<file path="config.mk">
export PLATFORM = sky130hd
export DESIGN_NAME = lcd_top
export DESIGN_NICKNAME = d
export VERILOG_FILES = /design/src/core/lcd_pkg.sv /design/src/core/lcd_top.sv /design/src/core/lcd_pin_sync.sv /design/src/core/lcd_autozero.sv
export SDC_FILE = /design/constraint.sdc
export NUM_CORES = 1
export LEC_CHECK = 0
export ABC_AREA = 0
export BUFFER_PORTS_ARGS = -buffer_cell sky130_fd_sc_hd__buf_2
export CAP_MARGIN = 10
export CORE_MARGIN = 8
export CORE_UTILIZATION = 45
export DETAILED_ROUTE_END_ITERATION = 10
export GPL_ROUTABILITY_DRIVEN = 0
export GPL_TIMING_DRIVEN = 0
export PLACE_DENSITY = 0.66
export SYNTH_ARGS = -nofsm -noshare
export SYNTH_HDL_FRONTEND = slang
export SYNTH_SLANG_ARGS = --single-unit
export TNS_END_PERCENT = 50
</file>
<file path="constraint.sdc">
create_clock -name ref_clk_in -period 2.85 [get_ports ref_clk_in]
set_clock_uncertainty 0.15 [all_clocks]
set_input_delay 0.855 -clock ref_clk_in [delete_from_list [all_inputs] [get_ports ref_clk_in]]
set_output_delay 0.855 -clock ref_clk_in [all_outputs]
set_load 0.1 [all_outputs]
</file>
<file path="src/core/lcd_pkg.sv">
// Constants, register map and count tables for the carrier qualification block.
// Assumes one 50 MHz clock and an APB register port with 32-bit data.
package lcd_pkg;

  // ----------------------------------------------------------------
  // Timing
  // ----------------------------------------------------------------
  localparam int CLK_HZ           = 50_000_000;
  localparam int CLK_MHZ          = CLK_HZ / 1_000_000;
  localparam int CARRIER_KHZ      = 125;
  localparam int AZ_PERIOD_US     = 1000;
  localparam int AZ_PERIOD_CYC    = AZ_PERIOD_US * CLK_MHZ;
  localparam int AZ_LEN_US        = 64;
  localparam int AZ_LEN_CYC       = AZ_LEN_US * CLK_MHZ;
  // Carrier counts as gone after two silent periods
  localparam int GAP_US           = 16;
  localparam int GAP_CYC          = GAP_US * CLK_MHZ;
  localparam logic [11:0] AZ_PERIODS = 12'(AZ_LEN_US * CARRIER_KHZ / 1000);

  // ----------------------------------------------------------------
  // Register map (byte addresses)
  // ----------------------------------------------------------------
  localparam logic [7:0] OFS_CTRL3  = 8'h00;
  localparam logic [7:0] OFS_CTRL4  = 8'h04;
  localparam logic [7:0] OFS_LIMIT  = 8'h08;
  localparam logic [7:0] OFS_STATE  = 8'h0C;
  localparam logic [7:0] OFS_STS    = 8'h10;
  localparam logic [7:0] OFS_CLR    = 8'h14;
  localparam logic [7:0] OFS_IEN    = 8'h18;

  localparam int CTRL3_QTIME_LSB    = 0;
  localparam int CTRL3_SYNC_LSB     = 4;
  localparam int CTRL3_MODE_BIT     = 7;
  localparam int CTRL4_DIGITAL_DECODE_ENABLE_BIT    = 0;
  localparam int CTRL4_RXEN_BIT     = 1;
  localparam int STS_FOUND_BIT      = 0;
  localparam int STS_CHAIN_BIT      = 1;
  localparam int STS_LOST_BIT       = 2;

  localparam logic [1:0]  SYNC_RST  = 2'h1;
  localparam logic [3:0]  QTIME_RST = 4'h0;
  localparam logic        MODE_RST  = 1'b0;
  localparam logic        DIGITAL_DECODE_ENABLE_RST = 1'b1;
  localparam logic        RXEN_RST  = 1'b0;
  localparam logic [11:0] LIMIT_RST = 12'h008;

  // ----------------------------------------------------------------
  // Qualification count in carrier periods
  // ----------------------------------------------------------------
  function automatic logic [11:0] qual_target(input logic [3:0] code, input logic carrier_mode);
    logic [11:0] cm;
    logic [11:0] dm;
    case (code)
      4'h0: cm = 12'h008;
      4'h1: cm = 12'h010;
      4'h2: cm = 12'h080;
      4'h3: cm = 12'h100;
      4'h4: cm = 12'h200;
      4'h5: cm = 12'h200;
      4'h6: cm = 12'h200;
      4'h7: cm = 12'h400;
      4'h8: cm = 12'h008;
      4'h9: cm = 12'h010;
      4'hA: cm = 12'h020;
      4'hB: cm = 12'h040;
      4'hC: cm = 12'h080;
      4'hD: cm = 12'h100;
      4'hE: cm = 12'h200;
      default: cm = 12'h400;
    endcase
    dm = (code[3:2] == 2'b11) ? cm : 12'h008;
    return carrier_mode ? cm : dm;
  endfunction

endpackage

</file>
<file path="src/core/lcd_top.sv">
// Carrier qualification and wake-up logic of a low-frequency receiver, APB registers.
// Assumes the bit slicer output arrives asynchronously on carrier_in.
//
// Summary of operation
// - Reset loads the sync pattern selection with code 01, six bit times.
// - Sync codes: 00 factory test only, 01/10/11 select 6, 7.5, 9 bit times.
// - Carrier mode sets the found flag after qualification time and count limit.
// - Found flag with its enable raises the wake-up interrupt.
// - Data mode powers the decode chain after continuous carrier for qualification time.
// - Once validated in data mode, the time field is ignored for that frame.
// - Receiver reset clears the four-bit qualification time field.
// - Qualification time is counted in received carrier periods.
// - Code 0000 needs 8 periods in both modes.
// - Codes 0xxx keep data mode at 8; carrier mode rises to 1024 at 0111.
// - Codes 1100 to 1111 need 128, 256, 512, 1024 in both modes.
// - Auto-zero runs every 1 ms, also inside long qualification windows.
// - Each auto-zero lasts 64 us with carrier sensing suspended.
// - Carrier back after auto-zero counts as present throughout; counting continues.
// - Data mode gives no found interrupt unless digital decoding is off.
//
// Our own choices: the register offsets and the APB register port.
`timescale 1ns/1ps
module lcd_top
  import lcd_pkg::*;
#(
  parameter int AZ_PERIOD = AZ_PERIOD_CYC
)
(
  // Clock and reset
  input  wire logic        ref_clk_in,
  input  wire logic        resetn_in,
  // APB slave
  input  wire logic        psel_in,
  input  wire logic        penable_in,
  input  wire logic        pwrite_in,
  input  wire logic [7:0]  paddr_in,
  input  wire logic [31:0] pwdata_in,
  output logic             pready_out,
  output logic [31:0]      prdata_out,
  output logic             pslverr_out,
  // Detector pin
  input  wire logic        carrier_in,
  // Receiver controls and interrupt
  output logic             decode_chain_on_out,
  output logic [1:0]       sync_select_out,
  output logic             autozero_out,
  output logic             irq_out
);

  typedef enum logic [1:0] {ST_IDLE, ST_QUALIFY, ST_FRAME, ST_HELD} lcd_state_t;

  // ----------------------------------------------------------------
  // Registers
  // ----------------------------------------------------------------
  logic [1:0]  sync_sel_reg;
  logic [3:0]  carrier_qualify_time;
  logic        detector_mode_select;
  logic        digital_decode_enable;
  logic        rx_enable_reg;
  logic [11:0] carrier_count_limit;
  logic [2:0]  sts_reg;
  logic [2:0]  sts_next;
  logic [2:0]  ien_reg;
  logic [2:0]  sts_set;
  logic [2:0]  sts_clr;
  lcd_state_t  state_reg;
  logic [11:0] cnt_reg;
  logic [31:0] gap_reg;
  logic        credit_reg;
  logic        edge_seen;
  logic        carrier_lvl;
  logic        az_active;
  logic        az_end;
  logic        gap_expired;
  logic [11:0] target;
  logic [11:0] cnt_step;
  logic        reached;
  logic        found_ok;
  logic        wr_fire;
  logic        access;
  logic [31:0] rd_mux;
  logic        addr_ok;

  wire carrier_found_flag       = sts_reg[STS_FOUND_BIT];
  wire carrier_found_irq_enable = ien_reg[STS_FOUND_BIT];

  // ----------------------------------------------------------------
  // Pin synchroniser and auto-zero
  // ----------------------------------------------------------------
  lcd_pin_sync u_sync (
    .ref_clk_in (ref_clk_in),
    .resetn_in  (resetn_in),
    .pin_in     (carrier_in),
    .level_out  (carrier_lvl),
    .rise_out   (edge_seen)
  );

  lcd_autozero #(.PERIOD_CYC(AZ_PERIOD)) u_az (
    .ref_clk_in (ref_clk_in),
    .resetn_in  (resetn_in),
    .enable_in  (rx_enable_reg),
    .active_out (az_active),
    .end_out    (az_end)
  );

  // ----------------------------------------------------------------
  // APB slave, one wait state
  // ----------------------------------------------------------------
  assign access  = psel_in & penable_in;
  assign wr_fire = access & pready_out & pwrite_in;
  assign addr_ok = (paddr_in == OFS_CTRL3) | (paddr_in == OFS_CTRL4) | (paddr_in == OFS_LIMIT) |
                   (paddr_in == OFS_STATE) | (paddr_in == OFS_STS) | (paddr_in == OFS_CLR) |
                   (paddr_in == OFS_IEN);

  always_comb begin
    rd_mux = 32'h0000_0000;
    case (paddr_in)
      OFS_CTRL3: rd_mux = {24'h00_0000, detector_mode_select, 1'b0, sync_sel_reg, carrier_qualify_time};
      OFS_CTRL4: rd_mux = {30'h0000_0000, rx_enable_reg, digital_decode_enable};
      OFS_LIMIT: rd_mux = {20'h0_0000, carrier_count_limit};
      OFS_STATE: rd_mux = {16'h0000, cnt_reg, az_active, carrier_lvl, decode_chain_on_out, carrier_found_flag};
      OFS_STS:   rd_mux = {29'h0000_0000, sts_reg};
      OFS_IEN:   rd_mux = {29'h0000_0000, ien_reg};
      default:   rd_mux = 32'h0000_0000;
    endcase
  end

  always_ff @(posedge ref_clk_in or negedge resetn_in) begin
    if (!resetn_in) begin
      pready_out  <= 1'b0;
      prdata_out  <= 32'h0000_0000;
      pslverr_out <= 1'b0;
    end else if (access && !pready_out) begin
      pready_out  <= 1'b1;
      prdata_out  <= pwrite_in ? 32'h0000_0000 : rd_mux;
      pslverr_out <= ~addr_ok;
    end else begin
      pready_out  <= 1'b0;
      prdata_out  <= 32'h0000_0000;
      pslverr_out <= 1'b0;
    end
  end

  always_ff @(posedge ref_clk_in or negedge resetn_in) begin
    if (!resetn_in) begin
      sync_sel_reg          <= SYNC_RST;
      carrier_qualify_time  <= QTIME_RST;
      detector_mode_select  <= MODE_RST;
      digital_decode_enable <= DIGITAL_DECODE_ENABLE_RST;
      rx_enable_reg         <= RXEN_RST;
      carrier_count_limit   <= LIMIT_RST;
      ien_reg               <= 3'h0;
    end else if (wr_fire) begin
      case (paddr_in)
        OFS_CTRL3: begin
          // code 00 stored but reserved for factory test
          sync_sel_reg         <= pwdata_in[CTRL3_SYNC_LSB +: 2];
          carrier_qualify_time <= pwdata_in[CTRL3_QTIME_LSB +: 4];
          detector_mode_select <= pwdata_in[CTRL3_MODE_BIT];
        end
        OFS_CTRL4: begin
          digital_decode_enable <= pwdata_in[CTRL4_DIGITAL_DECODE_ENABLE_BIT];
          rx_enable_reg         <= pwdata_in[CTRL4_RXEN_BIT];
        end
        OFS_LIMIT: carrier_count_limit <= pwdata_in[11:0];
        OFS_IEN:   ien_reg <= pwdata_in[2:0];
        default: begin
        end
      endcase
    end
  end

  always_ff @(posedge ref_clk_in or negedge resetn_in) begin
    if (!resetn_in) begin
      sync_select_out <= SYNC_RST;
    end else begin
      sync_select_out <= sync_sel_reg;
    end
  end

  // ----------------------------------------------------------------
  // Qualification
  // ----------------------------------------------------------------
  // code table
  // data mode fixed at 8 for 0xxx
  assign target = qual_target(carrier_qualify_time, detector_mode_select);
  // credit the auto-zero periods on the first edge after it
  assign cnt_step = credit_reg ? (cnt_reg + AZ_PERIODS + 12'h001) : (cnt_reg + 12'h001);
  // carrier mode also waits for the count limit
  assign reached = (cnt_step >= target) &&
                   (!detector_mode_select || (cnt_step >= carrier_count_limit));
  assign gap_expired = (gap_reg >= 32'(GAP_CYC - 1));

  always_ff @(posedge ref_clk_in or negedge resetn_in) begin
    if (!resetn_in) begin
      state_reg  <= ST_IDLE;
      cnt_reg    <= 12'h000;
      gap_reg    <= 32'h0000_0000;
      credit_reg <= 1'b0;
    end else if (!rx_enable_reg) begin
      state_reg  <= ST_IDLE;
      cnt_reg    <= 12'h000;
      gap_reg    <= 32'h0000_0000;
      credit_reg <= 1'b0;
    end else if (az_active) begin
      gap_reg    <= 32'h0000_0000;
      credit_reg <= (state_reg == ST_QUALIFY);
    end else begin
      gap_reg <= edge_seen ? 32'h0000_0000 : (gap_expired ? gap_reg : gap_reg + 32'h0000_0001);
      case (state_reg)
        ST_IDLE: begin
          cnt_reg    <= 12'h000;
          credit_reg <= 1'b0;
          if (edge_seen) begin
            cnt_reg   <= 12'h001;
            state_reg <= ST_QUALIFY;
          end
        end
        ST_QUALIFY: begin
          if (edge_seen) begin
            cnt_reg    <= cnt_step;
            credit_reg <= 1'b0;
            if (reached) begin
              state_reg <= detector_mode_select ? ST_HELD : ST_FRAME;
            end
          end else if (gap_expired) begin
            cnt_reg    <= 12'h000;
            credit_reg <= 1'b0;
            state_reg  <= ST_IDLE;
          end
        end
        ST_FRAME, ST_HELD: begin
          // field ignored until the carrier drops
          if (gap_expired) begin
            cnt_reg   <= 12'h000;
            state_reg <= ST_IDLE;
          end
        end
        default: state_reg <= ST_IDLE;
      endcase
    end
  end

  always_ff @(posedge ref_clk_in or negedge resetn_in) begin
    if (!resetn_in) begin
      decode_chain_on_out <= 1'b0;
      autozero_out        <= 1'b0;
    end else begin
      decode_chain_on_out <= (state_reg == ST_FRAME);
      autozero_out        <= az_active;
    end
  end

  // ----------------------------------------------------------------
  // Events and interrupt
  // ----------------------------------------------------------------
  assign found_ok = rx_enable_reg && !az_active && (state_reg == ST_QUALIFY) && edge_seen && reached;

  always_comb begin
    sts_set = 3'h0;
    sts_clr = 3'h0;
    sts_set[STS_FOUND_BIT] = found_ok;
    sts_set[STS_CHAIN_BIT] = found_ok && !detector_mode_select;
    sts_set[STS_LOST_BIT]  = rx_enable_reg && !az_active && (state_reg != ST_IDLE) && gap_expired &&
                             !edge_seen;
    if (wr_fire && (paddr_in == OFS_CLR)) begin
      sts_clr = pwdata_in[2:0];
    end
    // Set wins over a clear in the same cycle
    sts_next = (sts_reg & ~sts_clr) | sts_set;
  end

  always_ff @(posedge ref_clk_in or negedge resetn_in) begin
    if (!resetn_in) begin
      sts_reg <= 3'h0;
    end else begin
      sts_reg <= sts_next;
    end
  end

  // found flag with enable raises interrupt
  // suppressed in data mode while decoding is on
  always_ff @(posedge ref_clk_in or negedge resetn_in) begin
    if (!resetn_in) begin
      irq_out <= 1'b0;
    end else begin
      irq_out <= (carrier_found_flag && carrier_found_irq_enable &&
                  (detector_mode_select || !digital_decode_enable)) ||
                 |(sts_reg[2:1] & ien_reg[2:1]);
    end
  end

  // ----------------------------------------------------------------
  // Checks
  // ----------------------------------------------------------------
  chk_sync_reset: assert property (@(posedge ref_clk_in) $rose(resetn_in) |-> sync_sel_reg == 2'h1)
    else $error("sync field not 01 after reset");

  chk_qtime_reset: assert property (@(posedge ref_clk_in) $rose(resetn_in) |-> carrier_qualify_time == 4'h0)
    else $error("qualify time not cleared by reset");

  chk_found_set: assert property (@(posedge ref_clk_in) disable iff (!resetn_in)
    found_ok |=> carrier_found_flag)
    else $error("found flag missed qualification");

  chk_irq_follow: assert property (@(posedge ref_clk_in) disable iff (!resetn_in)
    (carrier_found_flag && carrier_found_irq_enable && detector_mode_select) |=> irq_out)
    else $error("wake-up interrupt not raised");

  chk_irq_datamode: assert property (@(posedge ref_clk_in) disable iff (!resetn_in)
    (!detector_mode_select && digital_decode_enable && ((sts_reg[2:1] & ien_reg[2:1]) == 2'b00)) |=> !irq_out)
    else $error("found interrupt in data mode");

  chk_chain_wait: assert property (@(posedge ref_clk_in) disable iff (!resetn_in)
    $rose(decode_chain_on_out) |-> $past(state_reg, 2) == ST_QUALIFY && $past(cnt_reg) >= 12'h008)
    else $error("decode chain powered before qualification");

  chk_frame_hold: assert property (@(posedge ref_clk_in) disable iff (!resetn_in)
    (state_reg == ST_FRAME && rx_enable_reg && !gap_expired) |=> state_reg == ST_FRAME)
    else $error("frame dropped while carrier present");

  chk_az_hold: assert property (@(posedge ref_clk_in) disable iff (!resetn_in)
    (az_active && rx_enable_reg) |=> cnt_reg == $past(cnt_reg))
    else $error("count moved during auto-zero");

  chk_az_credit: assert property (@(posedge ref_clk_in) disable iff (!resetn_in)
    (rx_enable_reg && !az_active && state_reg == ST_QUALIFY && edge_seen && credit_reg)
    |=> cnt_reg == $past(cnt_reg) + 12'h009)
    else $error("auto-zero periods not credited");

  chk_lost_restart: assert property (@(posedge ref_clk_in) disable iff (!resetn_in)
    (rx_enable_reg && !az_active && state_reg == ST_QUALIFY && gap_expired && !edge_seen)
    |=> cnt_reg == 12'h000 && state_reg == ST_IDLE)
    else $error("count not restarted on carrier loss");

  chk_az_period: assert property (@(posedge ref_clk_in) disable iff (!resetn_in)
    $fell(az_active) |-> !az_active [*8])
    else $error("auto-zero window too close");

endmodule

</file>
<file path="src/core/lcd_pin_sync.sv">
// Two-flop synchroniser for the detector pin with a rising-edge pulse.
// Assumes the pin is asynchronous to the clock.
`timescale 1ns/1ps
module lcd_pin_sync
  import lcd_pkg::*;
(
  // Clock and reset
  input  wire logic ref_clk_in,
  input  wire logic resetn_in,
  // Pin and result
  input  wire logic pin_in,
  output logic      level_out,
  output logic      rise_out
);

  logic meta_reg;
  logic sync_reg;

  always_ff @(posedge ref_clk_in or negedge resetn_in) begin
    if (!resetn_in) begin
      meta_reg  <= 1'b0;
      sync_reg  <= 1'b0;
      level_out <= 1'b0;
    end else begin
      meta_reg  <= pin_in;
      sync_reg  <= meta_reg;
      level_out <= sync_reg;
    end
  end

  // Edge taken from the second and third stages only
  assign rise_out = sync_reg & ~level_out;

endmodule

</file>
<file path="src/core/lcd_autozero.sv">
// Periodic auto-zero window generator: a 64 us window every 1 ms.
// Assumes the enable comes from logic on the same clock.
`timescale 1ns/1ps
module lcd_autozero
  import lcd_pkg::*;
#(
  parameter int PERIOD_CYC = AZ_PERIOD_CYC
)
(
  // Clock and reset
  input  wire logic ref_clk_in,
  input  wire logic resetn_in,
  // Control and window
  input  wire logic enable_in,
  output logic      active_out,
  output logic      end_out
);

  logic [31:0] per_reg;
  logic [31:0] len_reg;

  always_ff @(posedge ref_clk_in or negedge resetn_in) begin
    if (!resetn_in) begin
      per_reg    <= 32'h0000_0000;
      len_reg    <= 32'h0000_0000;
      active_out <= 1'b0;
      end_out    <= 1'b0;
    end else if (!enable_in) begin
      per_reg    <= 32'h0000_0000;
      len_reg    <= 32'h0000_0000;
      active_out <= 1'b0;
      end_out    <= 1'b0;
    end else begin
      end_out <= 1'b0;
      per_reg <= (per_reg == 32'(PERIOD_CYC - 1)) ? 32'h0000_0000 : per_reg + 32'h0000_0001;
      if (per_reg == 32'(PERIOD_CYC - 1)) begin
        active_out <= 1'b1;
        len_reg    <= 32'h0000_0000;
      end else if (active_out) begin
        len_reg <= len_reg + 32'h0000_0001;
        if (len_reg == 32'(AZ_LEN_CYC - 1)) begin
          active_out <= 1'b0;
          end_out    <= 1'b1;
        end
      end
    end
  end

endmodule

</file>
==> results.json <==
{
  "status": "finished, final reports clean",
  "cts_buffer_depth": 2,
  "start_util_pct": 45.6,
  "dieArea_um2": 23600,
  "die_w_um": 153,
  "required_ns": 3.01,
  "grt_pass1_wl_um": 33200,
  "hold_path_class": "input pin to asynchronous set/reset pin",
  "dp_slack_ns": -0.510,
  "drt_iter0_drc": 548,
  "crit_path_frequent_cell": "buf_4",
  "clk_latency_ns": 0.42,
  "gr-total-overflow": 0,
  "drive_above_1_share_pct": 18.7,
  "start_kind": "flop",
  "setup.worst_path.start": "credit_reg$_DFFE_PN0P_",
  "crit_slowest_cell": "dfrtp_2",
  "path_buf_inv": 2,
  "crit_type": "flop to flop",
  "drv_slew": 0,
  "worstMarginPinSlew_ns": 1.11,
  "route.detailed.drc": 0,
  "area_delta_synth_final_pct": 17.4,
  "ioPinCount": 85,
  "core_um2": 18600,
  "p_leak_nw": 4.49,
  "synth-seq-cells": 165,
  "internal_power_mw": 3.74,
  "netSwitchingFraction_pct": 23.1,
  "wl_per_cell_um": 16.2,
  "final_cells": 1214,
  "syn_inst": 868,
  "diodes": 0,
  "fillers": 1694,
  "rows": 50,
  "dp.cells": 1164,
  "period_share_pct": 97.2,
  "min_period_ns": 2.77,
  "slew-limit-headroom_pct": 25.2,
  "fmax_mhz": 361,
  "crit_family": "compound AO/OA/AOI/OAI gates",
  "cap_violations": 0,
  "async_flop_share_pct": 100,
  "crit_path_max_fanout": 6,
  "p_sw_mw": 1.12,
  "cts_tree": "yes",
  "setup_ws_ns": 0.0789,
  "antenna_found_initial": 0,
  "htreeDepth": 4,
  "syn_area_per_cell_um2": 9.80,
  "powerDensity_nw_per_um2": 487,
  "finalSetupTns_ns": 0,
  "finalHoldViolCount": 0,
  "vias_per_cell": 5.62,
  "ys.warnings.count": 0,
  "peakVddDrop_mv": 0.340,
  "worstPathArrival_ns": 2.93,
  "post-dp-hpwl_um": 13500,
  "ant_nets": 0,
  "totalWireLength_um": 19600,
  "fin_nets": 1038,
  "syn_area_um2": 8510,
  "rr_startpoint": "credit_reg$_DFFE_PN0P_",
  "path_clk_slew_ns": 0.06,
  "grt_usage_pct": 17.0,
  "ys_types": 67,
  "root_buffer": "clkbuf_16",
  "grt_start_max_net_pins": 120,
  "seq_power_share_pct": 48.4,
  "setup_viol": 0,
  "path_cells": "o211ai_1 > nor3b_2 > nand3_2 > xnor2_2 > buf_4 > buf_4 > ha_1 > o21ai_0 > o31ai_1 > a21oi_1 > nand2_1 > a32o_1",
  "port_buffers": 46,
  "cp_slowest_stage_delay_ns": 0.46,
  "clock_sinks": 165,
  "ys_seq_area_share_pct": 48.6,
  "crit_path_end_kind": "flop",
  "first_global_vias": 6602,
  "cts-buffers-inserted": 17,
  "yosys_most_used_dff": "dfrtp_1",
  "clkPwrFrac_pct": 46.8,
  "drt_first_pass_iters": 5,
  "num_vias": 6819,
  "synth_edf_count": 0,
  "die_h_um": 153,
  "comb_power_share_pct": 4.8
}
[per-stage QoR]
step                hold WS (ns)  cell area (um2)  power [mW]  utilization [%]
global route               0.182             9980        5.04             53.6
global placement           0.186             9100        2.62             48.8
floorplan                  0.181             8570        2.54                -
CTS                        0.168             9880        4.93             53.0
detailed placement         0.189             9130        2.63             49.0
finish                     0.171             9980        4.86             53.6
[cells by family after synthesis]
| family | after synthesis | share of synthesized area (%) |
|---|---|---|
| adder cells (fa/ha/maj) | 25 | 3.68 |
| other | 1 | 0.0441 |
| flip-flops | 165 | 48.6 |
| AO/OA/AOI/OAI | 148 | 11.5 |
| multiplexers | 22 | 2.82 |
| buffers and inverters | 78 | 4.22 |
| XOR/XNOR | 57 | 5.87 |
| AND/OR/NAND/NOR | 372 | 23.3 |
[layout by cell type, fill, tap and decap left out, types with 30 or more instances in the layout]
cell,count
dfrtp_1,153
nor2_1,87
nand2_1,72
buf_2,49
o21ai_0,38
buf_4,38
and3_1,37
nand3_1,34
a21oi_1,34
clkbuf_1,33
xnor2_1,30
[synth_stat cells, types with 6 or more instances]
master / count / share of area (%)
a21oi_1: 34 / 2.0
a22oi_1: 10 / 0.88
and2_1: 8 / 0.59
and3_1: 38 / 2.8
and4_1: 6 / 0.62
buf_4: 16 / 1.4
clkbuf_1: 34 / 1.5
dfrtp_1: 161 / 47
ha_1: 25 / 3.7
inv_1: 22 / 0.97
mux2_2: 16 / 2.1
mux2i_1: 6 / 0.71
nand2_1: 72 / 3.2
nand2b_1: 6 / 0.44
nand3_1: 37 / 2.2
nand4_1: 26 / 1.9
nor2_1: 89 / 3.9
nor3_1: 17 / 1.0
nor4_1: 20 / 1.5
o211ai_1: 9 / 0.79
o21ai_0: 39 / 2.3
o31ai_1: 8 / 0.71
or3_1: 15 / 1.1
or4_1: 8 / 0.71
xnor2_1: 33 / 3.4
xor2_1: 24 / 2.5
[repair_timing]
item                                    4_1_cts  5_1_grt
setup buffers                                13        9
resized for setup                            20        8
endpoints found under the setup margin        4        4
pin swaps                                     6       10
gates cloned                                  0        0
hold buffers                                  0        0
[worst paths after layout]
kind / to / slack, ns / depth (start not counted)
worst max-delay path: sts_reg[0]$_DFF_PN0_ / 0.08 / 12
worst min-delay path: u_az.len_reg[11]$_DFFE_PN0P_ / 0.17 / 1
worst max register to register: sts_reg[0]$_DFF_PN0_ / 0.08 / 12
worst min register to register: u_sync.sync_reg$_DFF_PN0_ / 0.20 / 0
max in group asynchronous: cnt_reg[3]$_DFFE_PN0P_ / 1.43 / 2
min in group ref_clk_in: u_sync.sync_reg$_DFF_PN0_ / 0.20 / 0
[worst reg2reg max path, cell delays in order (launching register included)]
cell and delay (ns):
dfrtp_2 0.46, o211ai_1 0.16, nor3b_2 0.27, nand3_2 0.14, xnor2_2 0.18, buf_4 0.15
buf_4 0.12, ha_1 0.29, o21ai_0 0.09, o31ai_1 0.09, a21oi_1 0.19, nand2_1 0.12
a32o_1 0.28
[power by group through the flow]
| stage | clock (mW) | combinational [mW] | sequential [mW] |
|---|---|---|---|
| finish | 2.28 | 0.231 | 2.35 |
| floorplan | 0 | 0.137 | 2.41 |
| global route | 2.44 | 0.251 | 2.35 |
| CTS | 2.34 | 0.234 | 2.35 |
| global placement | 0 | 0.227 | 2.40 |
| detailed placement | 0 | 0.234 | 2.40 |
[routing by layer]
layer / up-vias / routed length [um] / track usage (%) / part of all wire (%)
met5: - / 0 / 0 / 0
met4: 0 / 359 / 6.16 / 1.8
met3: 29 / 848 / 3.47 / 4.3
met2: 154 / 9100 / 26.3 / 46
met1: 3325 / 9310 / 23.3 / 47
li1: 3311 / - / - / -
[final cells by class]
cell class,count,area [um2],area share (%)
buffer,52,268,2.68
tap,234,293,2.93
clock inverter,10,121,1.22
inverter,22,82.6,0.827
sequential,165,4140,41.5
timing repair buffer,69,433,4.34
clock buffer,22,464,4.65
multi-input combinational,640,4180,41.9
(Power assumes the default switching activity.)
